`src/core/upsc_pkg.sv`:
```
//
// Contract
// - activity pending flag shows module busy; the code sets it only while the sleep guard bit is set
// - suspend gates clock, hardware may clear
// - last endpoint number recorded per transfer
// - direction bit one transmit zero receive
// - odd bank indicator for last transfer
// - live single ended zero flag
// - packet halt set on setup token in device mode
// - host enable drives both pull downs
// - attach enable drives plus pull up in device mode
// - resume bit drives resume signalling
// - writing one clears pingpong pointers
// - live j state flag in host mode
// - token busy while token executes
// - reset bit drives bus reset in host
// - frame marker sent every millisecond
// - slow rate bit reads zero in device
// - seven bit device address stored
// - token type codes setup in out
// - only low byte implemented, rest zero
package upsc_pkg;
  // ----------------------------------------
  // register byte addresses
  // ----------------------------------------
  localparam logic [7:0] OFS_PWRC = 8'h00;
  localparam logic [7:0] OFS_STAT = 8'h04;
  localparam logic [7:0] OFS_CTRL = 8'h08;
  localparam logic [7:0] OFS_ADDR = 8'h0C;
  localparam logic [7:0] OFS_TOKN = 8'h10;
  // ----------------------------------------
  // field positions
  // ----------------------------------------
  localparam int B_ACTPND = 7;
  localparam int B_SLPGRD = 4;
  localparam int B_SUSP   = 1;
  localparam int B_PWR    = 0;
  localparam int B_JST    = 7;
  localparam int B_SE0    = 6;
  localparam int B_PKTH   = 5;
  localparam int B_BRST   = 4;
  localparam int B_HOST   = 3;
  localparam int B_RESUME = 2;
  localparam int B_PPCLR  = 1;
  localparam int B_ATTSOF = 0;
  localparam int B_SLOW   = 7;
  // ----------------------------------------
  // token codes and timing
  // ----------------------------------------
  localparam logic [3:0] PID_SETUP = 4'hD;
  localparam logic [3:0] PID_IN    = 4'h9;
  localparam logic [3:0] PID_OUT   = 4'h1;
  localparam int CLK_MHZ    = 100;
  localparam int SOF_US     = 1000;
  localparam int SOF_CYCLES = SOF_US * CLK_MHZ;
  localparam logic [7:0] RST_BYTE = 8'h00;
endpackage : upsc_pkg

```
`src/core/upsc_top.sv`:
```
`timescale 1ns/100ps
`default_nettype none
module upsc_top
  import upsc_pkg::*;
#(
  parameter int SOF_PERIOD = SOF_CYCLES
) (
  // clock and reset
  input  wire logic        CLK,
  input  wire logic        RST_N,
  // apb slave
  input  wire logic        PSEL,
  input  wire logic        PENABLE,
  input  wire logic        PWRITE,
  input  wire logic [7:0]  PADDR,
  input  wire logic [31:0] PWDATA,
  input  wire logic [3:0]  PSTRB,
  output logic      [31:0] PRDATA,
  output logic             PREADY,
  output logic             PSLVERR,
  // engine events
  input  wire logic        XFER_DONE,
  input  wire logic [3:0]  XFER_EP,
  input  wire logic        XFER_TX,
  input  wire logic        XFER_ODD,
  input  wire logic        SETUP_SEEN,
  input  wire logic        ACTIVITY,
  input  wire logic        TOKEN_DONE,
  input  wire logic        WAKE_EVENT,
  // line pins
  input  wire logic        LINE_DP,
  input  wire logic        LINE_DM,
  // control outputs
  output logic             CLK_GATE,
  output logic             XCVR_LOWPWR,
  output logic             MODULE_ON,
  output logic             PKT_HALT,
  output logic             DP_PULLUP,
  output logic             DP_PULLDN,
  output logic             DM_PULLDN,
  output logic             RESUME_DRIVE,
  output logic             BUS_RESET,
  output logic             PP_CLEAR,
  output logic             SOF_PULSE,
  output logic             TOKEN_START,
  output logic [7:0]       TOKEN_CMD,
  output logic [6:0]       DEV_ADDR,
  output logic             SLOW_RATE
);
  // ----------------------------------------
  // pin synchronisers
  // ----------------------------------------
  logic [1:0] dp_s, dm_s;
  always_ff @(posedge CLK or negedge RST_N) begin
    if (!RST_N) begin
      dp_s <= 2'h3;
      dm_s <= 2'h0;
    end else begin
      dp_s <= {dp_s[0], LINE_DP};
      dm_s <= {dm_s[0], LINE_DM};
    end
  end
  logic se0, jst;
  logic slow;
  always_ff @(posedge CLK or negedge RST_N) begin
    if (!RST_N) begin
      se0 <= 1'b0;
      jst <= 1'b0;
    end else begin
      se0 <= !dp_s[1] && !dm_s[1];
      jst <= slow ? (!dp_s[1] && dm_s[1]) : (dp_s[1] && !dm_s[1]);
    end
  end
  // ----------------------------------------
  // register state
  // ----------------------------------------
  logic       actpnd, slpgrd, susp, pwr;
  logic [3:0] ep;
  logic       dir, odd;
  logic       pkth, host, resume, brst, attsof, token_in_progress;
  logic [6:0] addr;
  logic [7:0] tok;
  logic       wr, rd;
  assign wr = PSEL && PENABLE && PWRITE && PSTRB[0];
  assign rd = PSEL && PENABLE && !PWRITE;
  logic [7:0] wb;
  assign wb = PWDATA[7:0];
  always_ff @(posedge CLK or negedge RST_N) begin
    if (!RST_N) begin
      slpgrd <= 1'b0;
      pwr    <= 1'b0;
    end else if (wr && PADDR == OFS_PWRC) begin
      slpgrd <= wb[B_SLPGRD];
      pwr    <= wb[B_PWR];
    end
  end
  always_ff @(posedge CLK or negedge RST_N) begin
    if (!RST_N) begin
      actpnd <= 1'b0;
    end else if (ACTIVITY && slpgrd) begin
      actpnd <= 1'b1;
    end else if (!slpgrd || !ACTIVITY) begin
      actpnd <= 1'b0;
    end
  end
  always_ff @(posedge CLK or negedge RST_N) begin
    if (!RST_N) begin
      susp <= 1'b0;
    end else if (WAKE_EVENT) begin
      susp <= 1'b0;
    end else if (wr && PADDR == OFS_PWRC) begin
      susp <= wb[B_SUSP];
    end
  end
  always_ff @(posedge CLK or negedge RST_N) begin
    if (!RST_N) begin
      ep  <= 4'h0;
      dir <= 1'b0;
      odd <= 1'b0;
    end else if (XFER_DONE) begin
      ep  <= XFER_EP;
      dir <= XFER_TX;
      odd <= XFER_ODD;
    end
  end
  logic ctl_wr;
  assign ctl_wr = wr && PADDR == OFS_CTRL;
  always_ff @(posedge CLK or negedge RST_N) begin
    if (!RST_N) begin
      pkth <= 1'b0;
    end else if (SETUP_SEEN && !host) begin
      pkth <= 1'b1;
    end else if (ctl_wr && !host) begin
      pkth <= wb[B_PKTH];
    end
  end
  always_ff @(posedge CLK or negedge RST_N) begin
    if (!RST_N) begin
      host   <= 1'b0;
      resume <= 1'b0;
      attsof <= 1'b0;
      brst   <= 1'b0;
    end else if (ctl_wr) begin
      host   <= wb[B_HOST];
      resume <= wb[B_RESUME];
      attsof <= wb[B_ATTSOF];
      brst   <= host ? wb[B_BRST] : 1'b0;
    end
  end
  always_ff @(posedge CLK or negedge RST_N) begin
    if (!RST_N) begin
      addr <= 7'h00;
      slow <= 1'b0;
    end else if (wr && PADDR == OFS_ADDR) begin
      addr <= wb[6:0];
      slow <= host && wb[B_SLOW];
    end else if (!host) begin
      slow <= 1'b0;
    end
  end
  logic tok_wr;
  assign tok_wr = wr && PADDR == OFS_TOKN;
  always_ff @(posedge CLK or negedge RST_N) begin
    if (!RST_N) begin
      tok     <= RST_BYTE;
      token_in_progress <= 1'b0;
    end else begin
      if (tok_wr) begin
        tok <= wb;
      end
      if (tok_wr && host) begin
        token_in_progress <= 1'b1;
      end else if (TOKEN_DONE || !host) begin
        token_in_progress <= 1'b0;
      end
    end
  end
  // ----------------------------------------
  // frame marker timer
  // ----------------------------------------
  logic [31:0] sof_cnt;
  logic        sof_tick;
  assign sof_tick = sof_cnt == 32'(SOF_PERIOD - 1);
  always_ff @(posedge CLK or negedge RST_N) begin
    if (!RST_N) begin
      sof_cnt <= 32'h0000_0000;
    end else if (!(host && attsof) || sof_tick) begin
      sof_cnt <= 32'h0000_0000;
    end else begin
      sof_cnt <= sof_cnt + 32'h0000_0001;
    end
  end
  // ----------------------------------------
  // outputs
  // ----------------------------------------
  always_ff @(posedge CLK or negedge RST_N) begin
    if (!RST_N) begin
      CLK_GATE     <= 1'b0;
      XCVR_LOWPWR  <= 1'b0;
      MODULE_ON    <= 1'b0;
      PKT_HALT     <= 1'b0;
      DP_PULLUP    <= 1'b0;
      DP_PULLDN    <= 1'b0;
      DM_PULLDN    <= 1'b0;
      RESUME_DRIVE <= 1'b0;
      BUS_RESET    <= 1'b0;
      PP_CLEAR     <= 1'b0;
      SOF_PULSE    <= 1'b0;
      TOKEN_START  <= 1'b0;
      TOKEN_CMD    <= RST_BYTE;
      DEV_ADDR     <= 7'h00;
      SLOW_RATE    <= 1'b0;
    end else begin
      CLK_GATE     <= susp;
      XCVR_LOWPWR  <= susp;
      MODULE_ON    <= pwr;
      PKT_HALT     <= pkth && !host;
      DP_PULLUP    <= attsof && !host;
      DP_PULLDN    <= host;
      DM_PULLDN    <= host;
      RESUME_DRIVE <= resume;
      BUS_RESET    <= brst && host;
      PP_CLEAR     <= ctl_wr && wb[B_PPCLR];
      SOF_PULSE    <= sof_tick && host && attsof;
      TOKEN_START  <= tok_wr && host;
      TOKEN_CMD    <= tok_wr ? wb : tok;
      DEV_ADDR     <= addr;
      SLOW_RATE    <= slow;
    end
  end
  // ----------------------------------------
  // apb read path
  // ----------------------------------------
  logic [7:0] ctl_view;
  assign ctl_view = host ?
    {jst, se0, token_in_progress, brst, host, resume, 1'b0, attsof} :
    {1'b0, se0, pkth, 1'b0, host, resume, 1'b0, attsof};
  logic [7:0] rbyte;
  logic       bad;
  always_comb begin
    rbyte = 8'h00;
    bad   = 1'b0;
    unique case (PADDR)
      OFS_PWRC: rbyte = {actpnd, 2'b00, slpgrd, 2'b00, susp, pwr};
      OFS_STAT: rbyte = {ep, dir, odd, 2'b00};
      OFS_CTRL: rbyte = ctl_view;
      OFS_ADDR: rbyte = {slow && host, addr};
      OFS_TOKN: rbyte = tok;
      default:  bad = 1'b1;
    endcase
  end
  always_ff @(posedge CLK or negedge RST_N) begin
    if (!RST_N) begin
      PRDATA  <= 32'h0000_0000;
      PREADY  <= 1'b0;
      PSLVERR <= 1'b0;
    end else begin
      PREADY  <= PSEL && !PENABLE;
      PSLVERR <= PSEL && !PENABLE && bad;
      PRDATA  <= {24'h00_0000, rbyte};
    end
  end
  // ----------------------------------------
  // checks
  // ----------------------------------------
  property p_pulldn;
    @(posedge CLK) disable iff (!RST_N) host |=> DP_PULLDN && DM_PULLDN;
  endproperty
  a_pulldn: assert property (p_pulldn) else $error("pull downs missing");
  property p_pullup;
    @(posedge CLK) disable iff (!RST_N) DP_PULLUP |-> !DP_PULLDN;
  endproperty
  a_pullup: assert property (p_pullup) else $error("pull up with host");
  property p_setup;
    @(posedge CLK) disable iff (!RST_N) SETUP_SEEN && !host |=> pkth ##1 PKT_HALT || host;
  endproperty
  a_setup: assert property (p_setup) else $error("setup did not halt");
  property p_stat;
    @(posedge CLK) disable iff (!RST_N) XFER_DONE |=> ep == $past(XFER_EP) && dir == $past(XFER_TX);
  endproperty
  a_stat: assert property (p_stat) else $error("status not captured");
  property p_upper;
    @(posedge CLK) disable iff (!RST_N) PRDATA[31:8] == 24'h00_0000;
  endproperty
  a_upper: assert property (p_upper) else $error("upper bits set");
  property p_slow;
    @(posedge CLK) disable iff (!RST_N) !host |=> !SLOW_RATE || $past(host) == 1'b0 && !slow;
  endproperty
  a_slow: assert property (p_slow) else $error("slow rate in device");
  property p_sof;
    @(posedge CLK) disable iff (!RST_N) SOF_PULSE |-> ##1 !SOF_PULSE;
  endproperty
  a_sof: assert property (p_sof) else $error("frame pulse too long");
  property p_susp;
    @(posedge CLK) disable iff (!RST_N) WAKE_EVENT |=> !susp ##1 !CLK_GATE;
  endproperty
  a_susp: assert property (p_susp) else $error("suspend not cleared");
  property p_rst;
    @(posedge CLK) disable iff (!RST_N) BUS_RESET |-> $past(host);
  endproperty
  a_rst: assert property (p_rst) else $error("bus reset in device");
  // ----------------------------------------
  // register and flag checks
  // ----------------------------------------
  property p_actpnd;
    @(posedge CLK) disable iff (!RST_N) ACTIVITY && slpgrd |=> actpnd;
  endproperty
  a_actpnd: assert property (p_actpnd) else $error("activity pending not set");
  property p_noguard;
    @(posedge CLK) disable iff (!RST_N) !slpgrd |=> !actpnd;
  endproperty
  a_noguard: assert property (p_noguard) else $error("activity pending without guard");
  property p_dir;
    @(posedge CLK) disable iff (!RST_N) XFER_DONE |=> dir == $past(XFER_TX);
  endproperty
  a_dir: assert property (p_dir) else $error("direction not captured");
  property p_odd;
    @(posedge CLK) disable iff (!RST_N) XFER_DONE |=> odd == $past(XFER_ODD);
  endproperty
  a_odd: assert property (p_odd) else $error("bank not captured");
  property p_hold;
    @(posedge CLK) disable iff (!RST_N)
      !XFER_DONE |=> $stable(ep) && $stable(dir) && $stable(odd);
  endproperty
  a_hold: assert property (p_hold) else $error("status changed without transfer");
  property p_se0;
    @(posedge CLK) disable iff (!RST_N) !dp_s[1] && !dm_s[1] |=> se0;
  endproperty
  a_se0: assert property (p_se0) else $error("single ended zero missed");
  property p_jst;
    @(posedge CLK) disable iff (!RST_N)
      (slow && !dp_s[1] && dm_s[1]) || (!slow && dp_s[1] && !dm_s[1]) |=> jst;
  endproperty
  a_jst: assert property (p_jst) else $error("j state missed");
  property p_ppclr;
    @(posedge CLK) disable iff (!RST_N) ctl_wr && wb[B_PPCLR] |=> PP_CLEAR;
  endproperty
  a_ppclr: assert property (p_ppclr) else $error("pingpong clear missing");
  property p_token_in_progress;
    @(posedge CLK) disable iff (!RST_N) tok_wr && host |=> token_in_progress;
  endproperty
  a_token_in_progress: assert property (p_token_in_progress) else $error("token busy not set");
  property p_tokdone;
    @(posedge CLK) disable iff (!RST_N) TOKEN_DONE && !(tok_wr && host) |=> !token_in_progress;
  endproperty
  a_tokdone: assert property (p_tokdone) else $error("token busy stuck");
  property p_tokstart;
    @(posedge CLK) disable iff (!RST_N) TOKEN_START |-> $past(tok_wr) && $past(host);
  endproperty
  a_tokstart: assert property (p_tokstart) else $error("token start unprompted");
  property p_addr;
    @(posedge CLK) disable iff (!RST_N) wr && PADDR == OFS_ADDR |=> addr == $past(wb[6:0]);
  endproperty
  a_addr: assert property (p_addr) else $error("address not stored");
  property p_view;
    @(posedge CLK) disable iff (!RST_N)
      PSEL && !PENABLE && PADDR == OFS_CTRL && !host |=> (PRDATA[7:0] & 8'h92) == 8'h00;
  endproperty
  a_view: assert property (p_view) else $error("device view shows host bits");
  property p_bad;
    @(posedge CLK) disable iff (!RST_N)
      PSEL && !PENABLE && bad |=> PSLVERR && PRDATA == 32'h0000_0000;
  endproperty
  a_bad: assert property (p_bad) else $error("unmapped read not refused");
  property p_suspwr;
    @(posedge CLK) disable iff (!RST_N)
      wr && PADDR == OFS_PWRC && wb[B_SUSP] && !WAKE_EVENT |=> susp ##1 CLK_GATE && XCVR_LOWPWR;
  endproperty
  a_suspwr: assert property (p_suspwr) else $error("suspend not applied");
  property p_sofoff;
    @(posedge CLK) disable iff (!RST_N) !(host && attsof) |=> !SOF_PULSE;
  endproperty
  a_sofoff: assert property (p_sofoff) else $error("frame pulse while disabled");
  c_sof: cover property (@(posedge CLK) SOF_PULSE);
  c_tok: cover property (@(posedge CLK) TOKEN_START);
  c_halt: cover property (@(posedge CLK) PKT_HALT);
  c_wake: cover property (@(posedge CLK) WAKE_EVENT && susp);
  c_brst: cover property (@(posedge CLK) BUS_RESET);
endmodule : upsc_top
`default_nettype wire

```
`config.mk`:
```
export PLATFORM = sky130hd
export DESIGN_NAME = upsc_top
export DESIGN_NICKNAME = d
export VERILOG_FILES = /design/src/core/upsc_pkg.sv /design/src/core/upsc_top.sv
export SDC_FILE = /design/constraint.sdc
export NUM_CORES = 1
export LEC_CHECK = 0
export ABC_CLOCK_PERIOD_IN_PS = 4850
export BUFFER_PORTS_ARGS = -buffer_cell sky130_fd_sc_hd__clkbuf_2
export CORE_ASPECT_RATIO = 0.75
export CORE_UTILIZATION = 54
export CTS_CLUSTER_SIZE = 24
export DETAILED_ROUTE_END_ITERATION = 8
export PLACE_DENSITY = 0.85
export SKIP_CTS_REPAIR_TIMING = 1
export SYNTH_ARGS = -nofsm -noshare
export SYNTH_HDL_FRONTEND = slang
export SYNTH_SLANG_ARGS = --single-unit
```
`constraint.sdc`:
```
create_clock -name CLK -period 4.85 [get_ports CLK]
set_clock_uncertainty 0.1 [all_clocks]
set_input_delay 0.7275 -clock CLK [delete_from_list [all_inputs] [get_ports CLK]]
set_output_delay 0.7275 -clock CLK [all_outputs]
set_load 0.05 [all_outputs]
```
Word level (Yosys, flattened, before mapping). Cells that the tools add are included.

Add/subtract/negate cells: 1. Reductions and logical operators: 41. Multiplexer cells: 16. Eq/ne operators: 6.

Operator list (number): 8-bit one-hot mux with 5 select lines (1); 32-bit by 1-bit adder with 32-bit output, second input constant (1); 32-bit by 17-bit equality test with 1-bit output, second input constant (1); 32-bit 2-to-1 mux (1); 1-bit logical AND (25); 8-bit by 4-bit equality test with 1-bit output, second input constant (2); 1-bit 2-to-1 mux (13); 8-bit by 3-bit equality test with 1-bit output, second input constant (1); 8-bit by 5-bit equality test with 1-bit output, second input constant (1); 8-bit logical NOT (1); 8-bit 2-to-1 mux (1); 2-bit nonzero test (4); 1-bit logical NOT (7); 5-bit OR reduction (1); 1-bit logical OR (3); 2-bit by 1-bit != test with 1-bit output, second input constant (1).

Bits in registers: 98. Output and inout port bits: 62. Input bits: 62. Logic and storage cells: 100.

Logic depth before layout (Yosys ltp).
Depth in word-level cells: 7. Mapped depth: 7. Mapped depth without buffers: 5.

Worst setup path before layout. No wires, ideal clock.

Path type: input -> register. Start: in PADDR[5]. End: reg tok[0]. Slack: 2.371 ns. Library setup time: 0.125 ns. Data required time: 4.625 ns. Buffers on the path: 1. Data arrival time: 2.254 ns. Stages: 5. Path through: or4_1 buf_2 nor3_1 nand3_1 mux2_2.

Cells in the longest elaborated chain, start to end: 2.

RTL lines: start, declared (line upsc_top.sv:15) `input wire logic [7:0] PADDR,`; 8-bit by 5-bit equality test with 1-bit output (line upsc_top.sv:162) `assign tok_wr = wr && PADDR == OFS_TOKN;`; 1-bit logical AND (line upsc_top.sv:162); end signal, assigned (line upsc_top.sv:169) `tok <= wb;`; end, declared (line upsc_top.sv:82) `logic [7:0] tok;`.

No other way between the ends. A chain may end at the register's enable or synchronous reset.

Final worst setup path.
Start: in PADDR[5]. End: reg tok[5].

The elaborated chain is that of the path after synthesis.

==> out/results.tsv <==
metric	value	unit
Post-synth EDFFs	0	
Post-DP Area	4730	um2
Synth area leader	dfrtp_1	
Slew @ Worst Pin	0.735	ns
number of synthesized register bits	98	
gr usage total	0.232	
slowest stage delay, CP	0.70	ns
row count	28	
DR WL/cell	16.4	um
Setup TNS Final	0	ns
WHS Path Cells	0	
power density over the cells	302	nW/um2
Buf/Inv on CP	1	
busiest metal layer after global routing	met2	
critical path startpoint category	input pin	
pin count of the biggest net entering global routing	52	
count of cell types in the netlist	45	
Post-synth ARST share	1.00	
first-pass GRT wire length	15300	um
Starting DRT DRC Count	217	
critical path arrival	2.77	ns
LEAKAGE	0.00226	uW
drt via density	5.83	
post-synthesis cell count	391	
RSZ-0062 raised after global routing	no	
total die area	8540	um2
MaxCap Viol Count	0	
detailed placement HPWL	6340	um
R2R Setup Slk	2.24	ns
Pre-Repair DR Iteration Count	5	
Yosys warning count	0	
Final Cycle Share	0.543	
required time worst endpoint	4.99	ns
maximum operating frequency	380	MHz
Psw	380	uW
CP Max Fanout	9	
layout cells sized above 1	0.267	
Avg Cell Area, Syn	11.3	um2
CP delay by family, top	simple AND/OR/NAND/NOR gates	
largest cells by area after synthesis	dfrtp_1, mux2_2, buf_4	
Layout Cell Area excl Fill	4940	um2
Synth top area share	0.544	
CP max stage cell	or4_1	
final net count	519	
maximum buffer depth of the clock tree	2	
Worst Hold Launch	dm_s[0]	
Initial Util	0.558	
most frequent cell after synthesis	dfrtp_1	
status	finished, final reports clean	
I/O Buffers	72	
worst-case reg-to-reg path depth	5	
Clock Latency Late Sink	0.36	ns
core box area	7920	um2
CP Cell Sequence	clkbuf_2 -> or4_1 -> nor3_1 -> nand3_1 -> mux2_2	
Num CTS Buffers	9	
Final Hold Fails	0	
Antenna diodes	0	
final WL	9280	um
peak supply drop	0.181	mV
internal power	1110	uW
CTS clk-pin slew, worst paths	0.08	ns
worst reg2reg endpoint	sof_cnt[28]	
vias in the first global route	3077	
clock sink total	98	
Crit Path Category	input pin to flip-flop	
fin. max-slew vios	0	
synthesized area	4410	um2
Rel. slew slack	0.507	
global route overflow	0	
met2 global-route usage	0.379	
hold endpoint	dm_s[1]	
Synth top cells by count	dfrtp_1, buf_4, mux2_2, nor2_1, a21oi_1	
Flop pwr share	0.559	
Die H	80.3	um
Clk pwr share	0.366	
Seq/Total Area, Yosys	0.556	
H-tree levels	3	
GP Congestion	0.833	
routing usage on met1	0.317	
Die W	106	um
minimum clock period	2.63	ns
top_reg_cell synth	dfrtp_1	
CTS tree	built	
initial antenna violation count	0	
sw frac	0.255	
DRC	0	
via count	3300	
final setup vio count	0	
I/O Pins	124	
Worst Setup End Kind	flip-flop	
FF-to-FF Start	sof_cnt[0]	
Post-DRT Antenna Nets	0	
worst min-delay path class	flip-flop to flip-flop	
GR Util met3	0.0365	
area grow syn2layout	12.0	%
Logic pwr share	0.075	
CTS Root Cell	clkbuf_8	
==> placed cells by master (no fill, tap or decap), drive strengths merged, types with 13 or more instances in the layout <==
master / Yosys / layout
a21oi: 20 / 20
o21ai: 16 / 16
conb: 1 / 24
dfrtp: 96 / 96
nand4: 13 / 13
clkbuf: 10 / 81
nand3: 14 / 14
mux2: 26 / 26
or4: 15 / 15
nand2: 17 / 17
nor2: 22 / 22
==> power groups by stage <==
stage | registers (uW) | clock network, uW | logic (uW)
3_3_place_gp | 849 | 0 | 111
5_1_grt | 835 | 588 | 122
6_report | 834 | 546 | 113
4_1_cts | 834 | 553 | 113
2_1_floorplan | 857 | 0 | 81.0
3_5_place_dp | 850 | 0 | 113
==> sequential cells by signal, summed over array words and instances (netlist names), 2 cells and up <==
name and count:
PRDATA 8, dm_s 2, tok 8, dp_s 2
DEV_ADDR 7, addr 7, sof_cnt 32, ep 4
==> per-layer routing <==
metal,part of all wire,up-vias,routed length [um]
li1,-,1502,-
met1,0.43,1616,3960
met2,0.49,163,4580
met3,0.067,19,620
met4,0.013,0,116
met5,0,-,0
==> cells by family (layout without fill, tap and decap cells) <==
| logic type | after synthesis | count (layout) | synth area share |
|---|---|---|---|
| AOI/OAI and AO/OA | 62 | 62 | 0.0848 |
| and+or+nand+nor | 133 | 133 | 0.178 |
| adders and majority gates | 1 | 1 | 0.00283 |
| xor gates and xnor gates | 12 | 12 | 0.0238 |
| other | 1 | 24 | 0.000850 |
| buffers and inverters | 49 | 96 | 0.0666 |
| muxes | 35 | 35 | 0.0867 |
| DFF | 98 | 98 | 0.556 |
==> final cells by class <==
type | count | area (um2)
Sequential cell | 98 | 2450
Timing Repair Buffer | 73 | 370
Fill cell | 620 | 2970
Tap cell | 105 | 131
Clock inverter | 6 | 71.3
Multi-Input combinational cell | 267 | 1750
Clock buffer | 10 | 138
Inverter | 7 | 26.3
==> worst max path at each step <==
stage	start	to	slack [ns]	depth (start not counted)
CTS	PADDR[5]	tok[3]	2.23	5
global placement	PADDR[5]	tok[6]	1.92	5
detailed placement	PADDR[5]	tok[3]	1.85	5
floorplan	PADDR[5]	tok[0]	2.37	5
finish	PADDR[5]	tok[5]	2.22	5
global route	PADDR[5]	tok[3]	2.06	5
==> stage by stage <==
stage,power [uW],util,cells,hold WS [ns],setup slack [ns]
floorplan,938,-,414,0.231,2.37
global placement,960,0.598,550,0.238,1.92
detailed placement,963,0.598,550,0.239,1.85
CTS,1500,0.624,566,0.258,2.23
global route,1550,0.624,566,0.261,2.06
finish,1490,0.624,566,0.255,2.22
==> worst reg2reg max path, stage by stage, from the launching register on <==
cell and delay [ns]:
dfrtp_1 0.42, ha_1 0.25, nand4_1 0.19, or4_1 0.82
or4_1 0.59, a21oi_1 0.17
No activity file was read; power rests on OpenSTA's default activity.
